File: src/pkg/pws_pkg.sv
/*
 * Shared constants and types of the PWM output stage with burst control.
 * Assumes a 32-bit APB slave port with byte addresses and word registers.
 */
`default_nettype none
package pws_pkg;
    localparam int unsigned PWS_NCH = 6;
    localparam int unsigned PWS_AW = 8;

    // Register byte offsets
    localparam logic [7:0] PWS_OFF_CTRL = 8'h00;
    localparam logic [7:0] PWS_OFF_OEN = 8'h04;
    localparam logic [7:0] PWS_OFF_STEER = 8'h08;
    localparam logic [7:0] PWS_OFF_POL = 8'h0c;
    localparam logic [7:0] PWS_OFF_BURST = 8'h10;
    localparam logic [7:0] PWS_OFF_FRAC = 8'h14;
    localparam logic [7:0] PWS_OFF_DBAND = 8'h18;
    localparam logic [7:0] PWS_OFF_STAT = 8'h1c;

    // Field positions
    localparam int unsigned PWS_BURST_EN_BIT = 0;
    localparam int unsigned PWS_BURST_SOFT_BIT = 1;
    localparam int unsigned PWS_BURST_SEL_LSB = 4;
    localparam int unsigned PWS_DB_FALL_LSB = 8;
    localparam int unsigned PWS_STAT_RUN_BIT = 8;
    localparam int unsigned PWS_STAT_PRI_BIT = 9;
    localparam int unsigned PWS_STAT_CMP_BIT = 10;
    localparam int unsigned PWS_STAT_ACC_LSB = 12;

    // Reset values
    localparam logic [2:0] PWS_RST_MODE = 3'h0;
    localparam logic [5:0] PWS_RST_CH = 6'h00;
    localparam logic [3:0] PWS_RST_FRAC = 4'h0;
    localparam logic [7:0] PWS_RST_DB = 8'h00;
    localparam logic [2:0] PWS_RST_SEL = 3'h0;

    typedef enum logic [2:0] {
        PWS_MODE_SINGLE = 3'b000,
        PWS_MODE_COMPL_SINGLE = 3'b001,
        PWS_MODE_SIX_STEP = 3'b010,
        PWS_MODE_FIXED_DUTY = 3'b011,
        PWS_MODE_FIXED_COMPL = 3'b100
    } pws_mode_t;

    typedef enum logic [2:0] {
        PWS_SRC_PIN = 3'b000,
        PWS_SRC_CCP0 = 3'b001,
        PWS_SRC_CCP1 = 3'b010,
        PWS_SRC_CMP0 = 3'b011,
        PWS_SRC_CMP1 = 3'b100,
        PWS_SRC_SOFT = 3'b101
    } pws_src_t;

    typedef struct packed {
        logic period;
        logic rise;
        logic fall;
    } pws_evt_t;

    typedef struct packed {
        logic [1:0] capture_compare_output;
        logic [1:0] comparator_output;
    } pws_mod_src_t;
endpackage
`default_nettype wire

File: src/hw/pws_top.sv
/*
 * PWM output stage: pin enable, steering, polarity, single-phase and
 * complementary fixed-duty modes with dead-band and fractional adjust,
 * and burst modulation from one selectable source.
 * Assumes period/rise/fall event pulses from a timing core on i_clk_sys
 * and an APB master on the same clock.
 */
// The register addresses and the APB register port were left to the implementer.
// Behaviour
// - Disabled pin: block releases the pin
// - Enabled pin carries the active waveform
// - Enabled but unsteered pin holds inactive level
// - Six channels, each enable, steer, polarity
// - Steering used only in steerable modes
// - Per-channel polarity selects active level
// - Mode field picks waveform from events
// - Software steps steering in six-step mode
// - Single-phase mode has no dead-band
// - Same waveform on all steered channels; complementary single mode inverts channels 1, 3 and 5
// - Rise event drives steered outputs active
// - Fall event drives steered outputs inactive
// - Complementary fixed mode uses period events only
// - Rising uses rise dead-band, falling fall
// - Primary on A, complement on B only
// - Going active: comp off, add, band, primary
// - Going inactive: primary off, add, band, comp
// - Burst enabled: source gates output running
// - Burst disabled: outputs run continuously
// - One burst source selected at once
// - Software gate bit acts as source
// - Burst start begins a fresh period
// - Burst stop finishes period, then freezes
// - Fixed-duty stop waits for inactive edge
`timescale 1ns/1ps
`default_nettype none
module pws_top
    import pws_pkg::*;
(
    // Clock and reset
    input wire logic i_clk_sys,
    input wire logic i_rst,
    // APB slave
    input wire logic i_psel,
    input wire logic i_penable,
    input wire logic i_pwrite,
    input wire logic [pws_pkg::PWS_AW-1:0] i_paddr,
    input wire logic [31:0] i_pwdata,
    output logic [31:0] o_prdata,
    output logic o_pready,
    output logic o_pslverr,
    // Timing core events and requests
    input wire pws_pkg::pws_evt_t i_evt,
    output logic o_period_restart,
    output logic o_period_stretch,
    // Burst sources
    input wire logic i_burst_input_pin,
    input wire pws_pkg::pws_mod_src_t i_mod_src,
    // Pins
    output logic [pws_pkg::PWS_NCH-1:0] o_pin_out,
    output logic [pws_pkg::PWS_NCH-1:0] o_pin_oe
);
    import pws_pkg::*;

    function automatic logic [5:0] pws_apply_pol(
        input logic [5:0] wave,
        input logic [5:0] pol
    );
        pws_apply_pol = wave ^ pol;
    endfunction

    // Software-visible state
    pws_mode_t pwm_main_control;
    logic [5:0] pwm_pin_drive_enables;
    logic [5:0] pwm_steering_control;
    logic [5:0] pwm_polarity_control;
    logic burst_enable;
    logic burst_soft_gate;
    pws_src_t burst_src_sel;
    logic [3:0] fractional_period_adjust;
    logic [7:0] db_rise;
    logic [7:0] db_fall;

    // Waveform state
    logic primary;
    logic compl_out;
    logic running;
    logic stopping;
    logic [3:0] fractional_accumulator;
    logic [7:0] db_cnt;
    logic db_busy;
    logic db_to_primary;
    logic gate_q;
    logic sync1;
    logic sync2;
    logic sync3;
    logic pin_lvl;
    logic [5:0] chan_wave;

    // APB decode
    wire logic setup_ph = i_psel & ~i_penable;
    wire logic access_ph = i_psel & i_penable;
    wire logic hit_ctrl = (i_paddr == PWS_OFF_CTRL);
    wire logic hit_oen = (i_paddr == PWS_OFF_OEN);
    wire logic hit_steer = (i_paddr == PWS_OFF_STEER);
    wire logic hit_pol = (i_paddr == PWS_OFF_POL);
    wire logic hit_burst = (i_paddr == PWS_OFF_BURST);
    wire logic hit_frac = (i_paddr == PWS_OFF_FRAC);
    wire logic hit_dband = (i_paddr == PWS_OFF_DBAND);
    wire logic hit_stat = (i_paddr == PWS_OFF_STAT);
    wire logic mapped = hit_ctrl | hit_oen | hit_steer | hit_pol |
        hit_burst | hit_frac | hit_dband | hit_stat;
    wire logic wr_en = access_ph & i_pwrite & mapped;

    assign o_pready = access_ph;
    assign o_pslverr = access_ph & ~mapped;

    // Read mux
    logic [31:0] rd_val;
    always_comb
    begin
        rd_val = 32'h0000_0000;
        case (1'b1)
            hit_ctrl: rd_val[2:0] = pwm_main_control;
            hit_oen: rd_val[5:0] = pwm_pin_drive_enables;
            hit_steer: rd_val[5:0] = pwm_steering_control;
            hit_pol: rd_val[5:0] = pwm_polarity_control;
            hit_burst:
            begin
                rd_val[PWS_BURST_EN_BIT] = burst_enable;
                rd_val[PWS_BURST_SOFT_BIT] = burst_soft_gate;
                rd_val[PWS_BURST_SEL_LSB +: 3] = burst_src_sel;
            end
            hit_frac: rd_val[3:0] = fractional_period_adjust;
            hit_dband: rd_val[15:0] = {db_fall, db_rise};
            hit_stat:
            begin
                rd_val[5:0] = chan_wave;
                rd_val[PWS_STAT_RUN_BIT] = running;
                rd_val[PWS_STAT_PRI_BIT] = primary;
                rd_val[PWS_STAT_CMP_BIT] = compl_out;
                rd_val[PWS_STAT_ACC_LSB +: 4] = fractional_accumulator;
            end
            default: rd_val = 32'h0000_0000;
        endcase
    end

    always_ff @(posedge i_clk_sys or posedge i_rst)
    begin
        if (i_rst)
            o_prdata <= 32'h0000_0000;
        else if (setup_ph & ~i_pwrite)
            o_prdata <= rd_val;
    end

    // Register writes
    always_ff @(posedge i_clk_sys or posedge i_rst)
    begin
        if (i_rst)
        begin
            pwm_main_control <= pws_mode_t'(PWS_RST_MODE);
            pwm_pin_drive_enables <= PWS_RST_CH;
            pwm_steering_control <= PWS_RST_CH;
            pwm_polarity_control <= PWS_RST_CH;
            burst_enable <= 1'b0;
            burst_soft_gate <= 1'b0;
            burst_src_sel <= pws_src_t'(PWS_RST_SEL);
            fractional_period_adjust <= PWS_RST_FRAC;
            db_rise <= PWS_RST_DB;
            db_fall <= PWS_RST_DB;
        end
        else if (wr_en)
        begin
            if (hit_ctrl)
                pwm_main_control <= pws_mode_t'(i_pwdata[2:0]);
            if (hit_oen)
                pwm_pin_drive_enables <= i_pwdata[5:0];
            if (hit_steer)
                pwm_steering_control <= i_pwdata[5:0];
            if (hit_pol)
                pwm_polarity_control <= i_pwdata[5:0];
            if (hit_burst)
            begin
                burst_enable <= i_pwdata[PWS_BURST_EN_BIT];
                burst_soft_gate <= i_pwdata[PWS_BURST_SOFT_BIT];
                burst_src_sel <= pws_src_t'(i_pwdata[PWS_BURST_SEL_LSB +: 3]);
            end
            if (hit_frac)
                fractional_period_adjust <= i_pwdata[3:0];
            if (hit_dband)
            begin
                db_rise <= i_pwdata[7:0];
                db_fall <= i_pwdata[PWS_DB_FALL_LSB +: 8];
            end
        end
    end

    // Burst pin synchroniser; level moves once stages two and three agree
    always_ff @(posedge i_clk_sys or posedge i_rst)
    begin
        if (i_rst)
            {sync1, sync2, sync3, pin_lvl} <= 4'h0;
        else
        begin
            {sync3, sync2, sync1} <= {sync2, sync1, i_burst_input_pin};
            if (sync2 == sync3)
                pin_lvl <= sync3;
        end
    end

    // Burst source selection
    logic src_lvl;
    always_comb
    begin
        case (burst_src_sel)
            PWS_SRC_PIN: src_lvl = pin_lvl;
            PWS_SRC_CCP0: src_lvl = i_mod_src.capture_compare_output[0];
            PWS_SRC_CCP1: src_lvl = i_mod_src.capture_compare_output[1];
            PWS_SRC_CMP0: src_lvl = i_mod_src.comparator_output[0];
            PWS_SRC_CMP1: src_lvl = i_mod_src.comparator_output[1];
            PWS_SRC_SOFT: src_lvl = burst_soft_gate;
            default: src_lvl = burst_soft_gate;
        endcase
    end

    wire logic gate = burst_enable ? src_lvl : 1'b1;
    wire logic gate_rise = gate & ~gate_q;
    wire logic gate_fall = ~gate & gate_q;
    wire logic fixed_mode = (pwm_main_control == PWS_MODE_FIXED_DUTY) |
        (pwm_main_control == PWS_MODE_FIXED_COMPL);
    wire logic compl_mode = (pwm_main_control == PWS_MODE_FIXED_COMPL);
    wire logic steer_mode = (pwm_main_control == PWS_MODE_SINGLE) |
        (pwm_main_control == PWS_MODE_COMPL_SINGLE) |
        (pwm_main_control == PWS_MODE_SIX_STEP);
    wire logic per_evt = running & i_evt.period;
    // Stop point: any period end, or in fixed modes the inactive edge
    wire logic stop_now = stopping & per_evt &
        (~fixed_mode | primary);
    wire logic [4:0] acc_sum = {1'b0, fractional_accumulator} +
        {1'b0, fractional_period_adjust};

    // Run control of the burst gate
    always_ff @(posedge i_clk_sys or posedge i_rst)
    begin
        if (i_rst)
            {gate_q, running, stopping, o_period_restart} <= 4'h0;
        else
        begin
            gate_q <= gate;
            o_period_restart <= gate_rise;
            if (gate_rise)
            begin
                running <= 1'b1;
                stopping <= 1'b0;
            end
            else if (stop_now)
                {running, stopping} <= 2'b00;
            else if (gate_fall & running)
                stopping <= 1'b1;
        end
    end

    // Waveform generation
    always_ff @(posedge i_clk_sys or posedge i_rst)
    begin
        if (i_rst)
        begin
            {primary, compl_out, db_busy, db_to_primary} <= 4'h0;
            fractional_accumulator <= PWS_RST_FRAC;
            db_cnt <= PWS_RST_DB;
            o_period_stretch <= 1'b0;
        end
        else
        begin
            o_period_stretch <= 1'b0;
            if (~running | stop_now)
            begin
                // Frozen: default inactive state
                primary <= 1'b0;
                compl_out <= 1'b0;
                db_busy <= 1'b0;
            end
            else if (fixed_mode)
            begin
                // Rise and fall events are ignored here
                if (per_evt)
                begin
                    fractional_accumulator <= acc_sum[3:0];
                    o_period_stretch <= acc_sum[4];
                    if (~primary)
                    begin
                        compl_out <= 1'b0;
                        db_to_primary <= 1'b1;
                        db_cnt <= db_rise;
                        db_busy <= compl_mode & (db_rise != 8'h00);
                        primary <= ~(compl_mode & (db_rise != 8'h00));
                    end
                    else
                    begin
                        primary <= 1'b0;
                        db_to_primary <= 1'b0;
                        db_cnt <= db_fall;
                        db_busy <= compl_mode & (db_fall != 8'h00);
                        compl_out <= compl_mode & (db_fall == 8'h00);
                    end
                end
                else if (db_busy)
                begin
                    if (db_cnt == 8'h01)
                    begin
                        db_busy <= 1'b0;
                        if (db_to_primary)
                            primary <= 1'b1;
                        else
                            compl_out <= 1'b1;
                    end
                    db_cnt <= db_cnt - 8'h01;
                end
            end
            else
            begin
                // Single-phase family, no dead-band
                compl_out <= 1'b0;
                db_busy <= 1'b0;
                if (i_evt.rise)
                    primary <= 1'b1;
                else if (i_evt.fall)
                    primary <= 1'b0;
            end
        end
    end

    // Per-channel waveform before polarity
    always_comb
    begin
        chan_wave = 6'h00;
        if (steer_mode)
        begin
            // Identical waveform on every steered channel, except complementary single mode inverts channels 1, 3 and 5
            chan_wave = pwm_steering_control & {6{primary}};
            if (pwm_main_control == PWS_MODE_COMPL_SINGLE)
                chan_wave = pwm_steering_control &
                    {~primary, primary, ~primary, primary,
                    ~primary, primary} & {6{running}};
        end
        else if (compl_mode)
            chan_wave = {4'h0, compl_out, primary};
        else
            chan_wave = {5'h00, primary};
    end

    // Pin stage: unsteered enabled pins sit at inactive level
    wire logic [5:0] next_pin_out =
        pws_apply_pol(chan_wave, pwm_polarity_control) &
        pwm_pin_drive_enables;

    always_ff @(posedge i_clk_sys or posedge i_rst)
    begin
        if (i_rst)
            o_pin_out <= PWS_RST_CH;
        else
            o_pin_out <= next_pin_out;
    end

    assign o_pin_oe = pwm_pin_drive_enables;
endmodule
`default_nettype wire

File: config.mk
export PLATFORM = sky130hd
export DESIGN_NAME = pws_top
export DESIGN_NICKNAME = d
export VERILOG_FILES = /design/src/pkg/pws_pkg.sv /design/src/hw/pws_top.sv
export SDC_FILE = /design/constraint.sdc
export NUM_CORES = 1
export LEC_CHECK = 0
export BUFFER_PORTS_ARGS = -buffer_cell sky130_fd_sc_hd__buf_2
export CAP_MARGIN = 40
export CORE_ASPECT_RATIO = 0.6
export CORE_MARGIN = 2
export CORE_UTILIZATION = 55
export CTS_BUF_LIST = sky130_fd_sc_hd__clkbuf_2 sky130_fd_sc_hd__clkbuf_4 sky130_fd_sc_hd__clkbuf_8
export DETAILED_ROUTE_END_ITERATION = 8
export GPL_ROUTABILITY_DRIVEN = 0
export GPL_TIMING_DRIVEN = 0
export PLACE_DENSITY = 0.84
export SETUP_SLACK_MARGIN = 0.02
export SKIP_CTS_REPAIR_TIMING = 1
export SYNTH_ARGS = -nofsm -noshare
export SYNTH_HDL_FRONTEND = slang
export SYNTH_SLANG_ARGS = --single-unit
File: constraint.sdc
create_clock -name i_clk_sys -period 4.25 [get_ports i_clk_sys]
set_clock_uncertainty 0.15 [all_clocks]
set_input_delay 0.2125 -clock i_clk_sys [delete_from_list [all_inputs] [get_ports i_clk_sys]]
set_output_delay 0.2125 -clock i_clk_sys [all_outputs]
set_load 0.05 [all_outputs]
Word-level counts from Yosys, hierarchy flattened
Index checks and enable logic that the tools add are counted.
{"block": "classes", "addsub": 2, "shift": 0, "div_mod_pow": 0, "muxes": 108, "bitwise_logic": 42, "mul": 0, "n_reduce_logical": 21, "magnitude_cmp": 0, "n_eq_ne": 21}
{"op": "two-way mux 1 bit", "count": 69}
{"op": "two-way mux 2 bit", "count": 17}
{"op": "equality test 8 x 5 -> 1 bit (second input constant)", "count": 4}
{"op": "two-way mux 4 bit", "count": 8}
{"op": "bitwise AND 6 bit", "count": 4}
{"op": "two-way mux 3 bit", "count": 8}
{"op": "two-way mux 8 bit", "count": 3}
{"op": "equality test 8 x 4 -> 1 bit (second input constant)", "count": 2}
{"op": "zero test 8 bit", "count": 2}
{"op": "nonzero test 8 bit", "count": 2}
{"op": "bitwise AND 1 bit", "count": 15}
{"op": "AND reduction 2 bit", "count": 7}
{"op": "equality test 3 x 2 -> 1 bit (second input constant)", "count": 4}
{"op": "two-way mux 6 bit", "count": 2}
{"op": "inequality test 4 x 2 -> 1 bit (second input constant)", "count": 3}
{"op": "bitwise OR 1 bit", "count": 12}
{"op": "inverter 1 bit", "count": 10}
{"op": "AND reduction 3 bit", "count": 3}
{"op": "equality test 8 x 1 -> 1 bit (second input constant)", "count": 1}
{"op": "equality test 8 x 3 -> 1 bit (second input constant)", "count": 1}
{"op": "subtractor 8 x 1 -> 8 bit (second input constant)", "count": 1}
{"op": "equality test 3 x 1 -> 1 bit (second input constant)", "count": 2}
{"op": "equality test 3 bit (second input constant)", "count": 2}
{"op": "zero test 3 bit", "count": 2}
{"op": "other kinds (9)", "count": 10}
{"block": "totals", "register_bits": 93, "inputBits": 53, "out_inout_bits": 48, "rom_bits": 0, "word_cells": 221, "mem_bits_rw": 0, "latchBits": 0, "memories": 0}

Logic depth before layout (Yosys ltp)
{"block": "logic_depth", "word_depth": 13, "ltp_mapped": 8, "mapped_depth_nobuf": 7}

Least setup slack after synthesis
Ideal clock, no wire load.
{"block": "synth_timing", "path_type": "register to register", "from": "reg pwm_main_control[0]", "to": "reg db_cnt[0]", "required_ns": 3.996, "stages_incl_launch_ff": 8, "setup_time_ns": 0.104, "arrival_ns": 1.694, "path_buffers": 2, "path_slack_ns": 2.302, "synth_period_minus_slack_ns": 1.948, "path_cell_list": "dfrtp_1 > buf_6 > or3b_1 > buf_6 > a211oi_4 > o21ai_2 > or3_1 > o311ai_1"}
{"block": "synth_between", "elab_chain_cells": 8, "word_cells_on_any_way": 9, "cone_classes": "eq/ne (2); bitwise (6); reduce/logical (1)"}
{"element": "start: declaration", "line": "pws_top.sv:72", "source": "pws_mode_t pwm_main_control;"}
{"element": "start signal: assignment", "line": "pws_top.sv:160", "source": "pwm_main_control <= pws_mode_t'(PWS_RST_MODE);"}
{"element": "start signal: assignment", "line": "pws_top.sv:174", "source": "pwm_main_control <= pws_mode_t'(i_pwdata[2:0]);"}
{"element": "equality test 3 x 2 -> 1 bit or equality test 3 bit (tied branches)", "line": "pws_top.sv:228, pws_top.sv:229"}
{"element": "bitwise OR 1 bit (*)", "line": "pws_top.sv:228", "source": "wire logic fixed_mode = (pwm_main_control == PWS_MODE_FIXED_DUTY) |"}
{"element": "inverter 1 bit", "line": "pws_top.sv:237", "source": "(~fixed_mode | primary);"}
{"element": "bitwise OR 1 bit", "line": "pws_top.sv:237"}
{"element": "bitwise AND 1 bit", "line": "pws_top.sv:236", "source": "wire logic stop_now = stopping & per_evt &"}
{"element": "bitwise OR 1 bit", "line": "pws_top.sv:275", "source": "if (~running | stop_now)"}
{"element": "inverter 1 bit (no line)"}
{"element": "AND reduction 3 bit (no line) (*)"}
{"element": "end signal: assignment", "line": "pws_top.sv:293", "source": "db_cnt <= db_rise;"}
{"element": "end signal: assignment", "line": "pws_top.sv:301", "source": "db_cnt <= db_fall;"}
{"element": "end signal: assignment", "line": "pws_top.sv:316", "source": "db_cnt <= db_cnt - 8'h01;"}
{"element": "end: declaration", "line": "pws_top.sv:89", "source": "logic [7:0] db_cnt;"}
Mark *: on every way between the ends. The rest lies on a longest branch, timed or not.
A chain may end at the register's enable or synchronous reset.

Worst setup path after layout
{"block": "layout_timing", "from": "reg pwm_main_control[1]", "to": "reg o_prdata[5]"}
{"block": "layout_between", "elab_chain_cells": 12, "word_cells_on_any_way": 15, "cone_classes": "eq/ne (2); mux (10); bitwise (2); reduce/logical (1)"}
{"element": "equality test 3 x 1 -> 1 bit or zero test 3 bit (tied branches)", "line": "pws_top.sv:232, pws_top.sv:340, pws_top.sv:231"}
{"element": "bitwise OR 1 bit", "line": "pws_top.sv:231", "source": "wire logic steer_mode = (pwm_main_control == PWS_MODE_SINGLE) |"}
{"element": "bitwise OR 1 bit", "line": "pws_top.sv:232", "source": "(pwm_main_control == PWS_MODE_COMPL_SINGLE) |"}
{"element": "two-way mux 6 bit (*)", "line": "pws_top.sv:336", "source": "if (steer_mode)"}
{"element": "two-way mux 2 bit (*) (8 in a row)", "line": "pws_top.sv:122", "source": "case (1'b1)"}
{"element": "end signal: assignment", "line": "pws_top.sv:152", "source": "o_prdata <= rd_val;"}
{"element": "end: declaration", "line": "pws_top.sv:48", "source": "output logic [31:0] o_prdata,"}
Marks and branches as above.

==> results.py <==
metrics = {
    "status": {
        "status": "complete, but fails checks",
        "violations": "hold timing",
    },
    "yosys": {
        "avgSynthCellArea_um2": 10.40,
        "synth_xor_area_frac": 0.01394,
        "synth-edff-count": 0,
        "ys_types": 65,
        "ys_seq_area_frac": 0.4631,
        "synth_simple_gate_area_frac": 0.1489,
        "synth_cells": 483,
        "synth_fa_ha_area_frac": 0.02092,
        "ys_ff_latch": 93,
        "synthMuxAreaShare": 0.1531,
        "yosysWarnings": 0,
        "synth-main-ff-cell": "dfrtp_1",
        "synth_compound_area_frac": 0.1432,
        "syn-cell-area_mm2": 0.005025,
        "async_reset_ff_frac": 1.000,
        "synth_top_family_by_area": "multiplexers",
    },
    "global_routing": {
        "grt_pass1_wl_um": 21840,
        "overflow": 0,
        "grt_usage": 0.2881,
        "grt_pass1_vias": 4073,
        "antenna_found_initial": 0,
        "grt_start_max_net_pins": 59,
    },
    "detailed_routing": {
        "avgRoutedWirePerCell_um": 19.40,
        "vias": 4340,
        "dr.pass1.iters": 5,
        "finalWirelength_um": 13700,
        "drc_errors": 0,
        "dr.first_iter.drc_count": 467,
        "drtAntennaViolNets": 0,
        "vias_per_cell": 6.147,
    },
    "clock_network": {
        "clk_pin_slew_ns": 0.10,
        "htree_levels": 3,
        "cts_tree": "built",
        "clkSinkCount": 93,
        "cts_made_buffers": 9,
        "clock_latency_ns": 0.39,
        "clock_path_buffers": 2,
        "cts_root_buf": "clkbuf_8",
    },
    "timing": {
        "max_freq_mhz": 453.8,
        "finalCritPeriodShare": 0.5184,
        "worst_slew_pin_slew_ns": 0.9404,
        "fin_ws_ns": 2.047,
        "grt_setup_unrepaired": "false",
        "maxSlewHeadroom": 0.3717,
        "holdWs_ns": -0.001581,
        "setup_viol": 0,
        "maxSlewViolCount": 0,
        "period_needed_ns": 2.203,
        "finalHoldViolations": 2,
        "tns_ns": 0,
    },
    "die": {
        "design.die.area_mm2": 0.009942,
        "fp.coreArea_mm2": 0.008686,
        "start_util": 0.5785,
        "die_h_um": 78.04,
        "io_pins": 101,
        "chipWidth_um": 127.4,
        "rows": 26,
    },
    "placed_design": {
        "hpwl_um": 9917,
        "dp_slack_ns": 1.918,
        "port_buffers": 66,
    },
    "power_and_ir_drop": {
        "power_leakage_nw": 2.935,
        "powerDensity_mw_per_mm2": 316.0,
        "ir_worst_vdd_mv": 0.2482,
    },
    "final_layout": {
        "syn_to_final_growth_pct": 18.60,
        "num-fill-cells": 684,
        "multi_input_area_mm2": 0.002472,
        "seq_area_mm2": 0.002327,
        "final_layout_size_suffix_gt1_frac": 0.2896,
        "layout.nets": 649,
        "diodes": 0,
    },
    "worst_setup_path": {
        "critPathRequiredTime_ns": 4.42,
        "crit_type": "reg2reg",
        "cp_max_fo": 8,
        "arrival_ns": 2.38,
        "crit_path_start_kind": "register",
        "end_kind": "register",
    },
    "job": {
        "cap_violations": 0,
    },
    "min_path": {
        "hp-class": "in2reg",
    },
}
-- cell usage after synthesis, types with 6 or more instances --
cell type,n,area share
dfrtp_1,93,0.46
buf_2,6,0.0060
buf_4,16,0.024
a31oi_1,7,0.0087
and2_1,8,0.010
nand2_1,43,0.032
clkbuf_1,12,0.0090
nor2_1,27,0.020
mux2_2,53,0.12
ha_1,6,0.015
nor4_1,7,0.0087
nand2b_1,9,0.011
mux2i_1,15,0.030
o21ai_0,36,0.036
nand3_1,6,0.0060
a21oi_1,31,0.031
inv_1,14,0.010
-- metal layers --
| metal | global-route usage | wire [µm] | vias up | part of all wire |
|---|---|---|---|---|
| li1 | - | - | 1914 | - |
| met1 | 0.4209 | 6105 | 2132 | 0.45 |
| met2 | 0.4107 | 5885 | 273 | 0.43 |
| met3 | 0.09680 | 1515 | 21 | 0.11 |
| met4 | 0.08022 | 189 | 0 | 0.014 |
| met5 | 0 | 0 | - | 0 |
-- power breakdown --
| group | internal, W | total (W) | switching [W] |
|---|---|---|---|
| clock | 0.000406 | 0.000740 | 0.000335 |
| combinational | 0.0000754 | 0.000231 | 0.000156 |
| sequential | 0.000899 | 0.000911 | 0.0000124 |
| total | 0.00138 | 0.00188 | 0.000503 |
-- placed cells by master (no fill, tap or decap), drive strengths merged, types with 3 or more instances in the layout --
| cell type | instances |
|---|---|
| a2111oi | 3 |
| and3 | 5 |
| mux2i | 15 |
| bufinv | 3 |
| nor2 | 27 |
| inv | 14 |
| a31oi | 7 |
| nor3 | 10 |
| o211ai | 5 |
| nand2 | 43 |
| clkbuf | 22 |
| xor2 | 4 |
| ha | 6 |
| o21ai | 39 |
| dlygate4sd3 | 13 |
| a22o | 3 |
| xnor2 | 4 |
| nor2b | 5 |
| nand2b | 9 |
| nand3b | 3 |
| nand3 | 7 |
| or4 | 3 |
| nor4 | 8 |
| a221oi | 5 |
| conb | 16 |
| buf | 94 |
| dfrtp | 93 |
| and2 | 9 |
| mux2 | 53 |
| a21oi | 31 |
-- logic make-up (layout without fill, tap and decap cells) --
| kind of cell | after synthesis | in the layout |
|---|---|---|
| buffers and inverters | 53 | 149 |
| XOR/XNOR | 8 | 8 |
| multiplexers | 69 | 69 |
| AND/OR/NAND/NOR | 137 | 137 |
| adder cells (fa/ha/maj) | 8 | 8 |
| other | 1 | 16 |
| AO/OA/AOI/OAI | 114 | 114 |
| flip-flops | 93 | 93 |
-- sequential cells by signal (all words and copies together) (netlist names), 3 cells and up --
name	count
o_prdata	16
db_cnt	8
db_fall	8
db_rise	8
o_pin_oe	6
o_pin_out	6
pwm_polarity_control	6
pwm_steering_control	6
fractional_accumulator	4
fractional_period_adjust	4
burst_src_sel	3
pwm_main_control	3
-- cell type report --
type,instances,area share
Clock inverter,6,0.01848
Sequential cell,93,0.3905
Buffer,39,0.03842
Clock buffer,10,0.02309
Multi-Input combinational cell,352,0.4149
Tap cell,112,0.02351
Inverter,14,0.009238
Timing Repair Buffer,80,0.08188
-- metrics by stage --
step           std cells  instance area [µm²]  utilization  power, W
2_1_floorplan        498                 5081            -  0.001079
3_5_place_dp         677                 5582       0.6426  0.001146
6_report             706                 5959       0.6861  0.001883
3_3_place_gp         676                 5552       0.6392  0.001136
5_1_grt              706                 5959       0.6861  0.001943
4_1_cts              693                 5829       0.6711  0.001875
-- worst max-delay path, cell delays in order, from the launching register on --
cell and delay (ns):
dfrtp_1 0.49, nand4bb_1 0.23, a21oi_1 0.52, a2bb2oi_1 0.13
a2111oi_0 0.47, a211o_1 0.17
-- worst paths after layout --
| kind | from | endpoint | slack [ns] | depth (start not counted) |
|---|---|---|---|---|
| setup / recovery | pwm_main_control[1]$_DFFE_PP0P_ | o_prdata[5]$_DFFE_PP0P_ | 2.05 | 5 |
| hold / removal | i_pwdata[2] | o_pin_oe[2]$_DFFE_PP0P_ | -0.002 | 2 |
| setup reg to reg | pwm_main_control[1]$_DFFE_PP0P_ | o_prdata[5]$_DFFE_PP0P_ | 2.05 | 5 |
| hold reg to reg | sync1$_DFF_PP0_ | sync2$_DFF_PP0_ | 0.21 | 0 |
| max in group asynchronous | i_rst | fractional_accumulator[1]$_DFFE_PP0P_ | 3.07 | 4 |
| min in group asynchronous | i_rst | db_cnt[1]$_DFFE_PP0P_ | 0.25 | 3 |
Power figures use the tool's default switching activity.
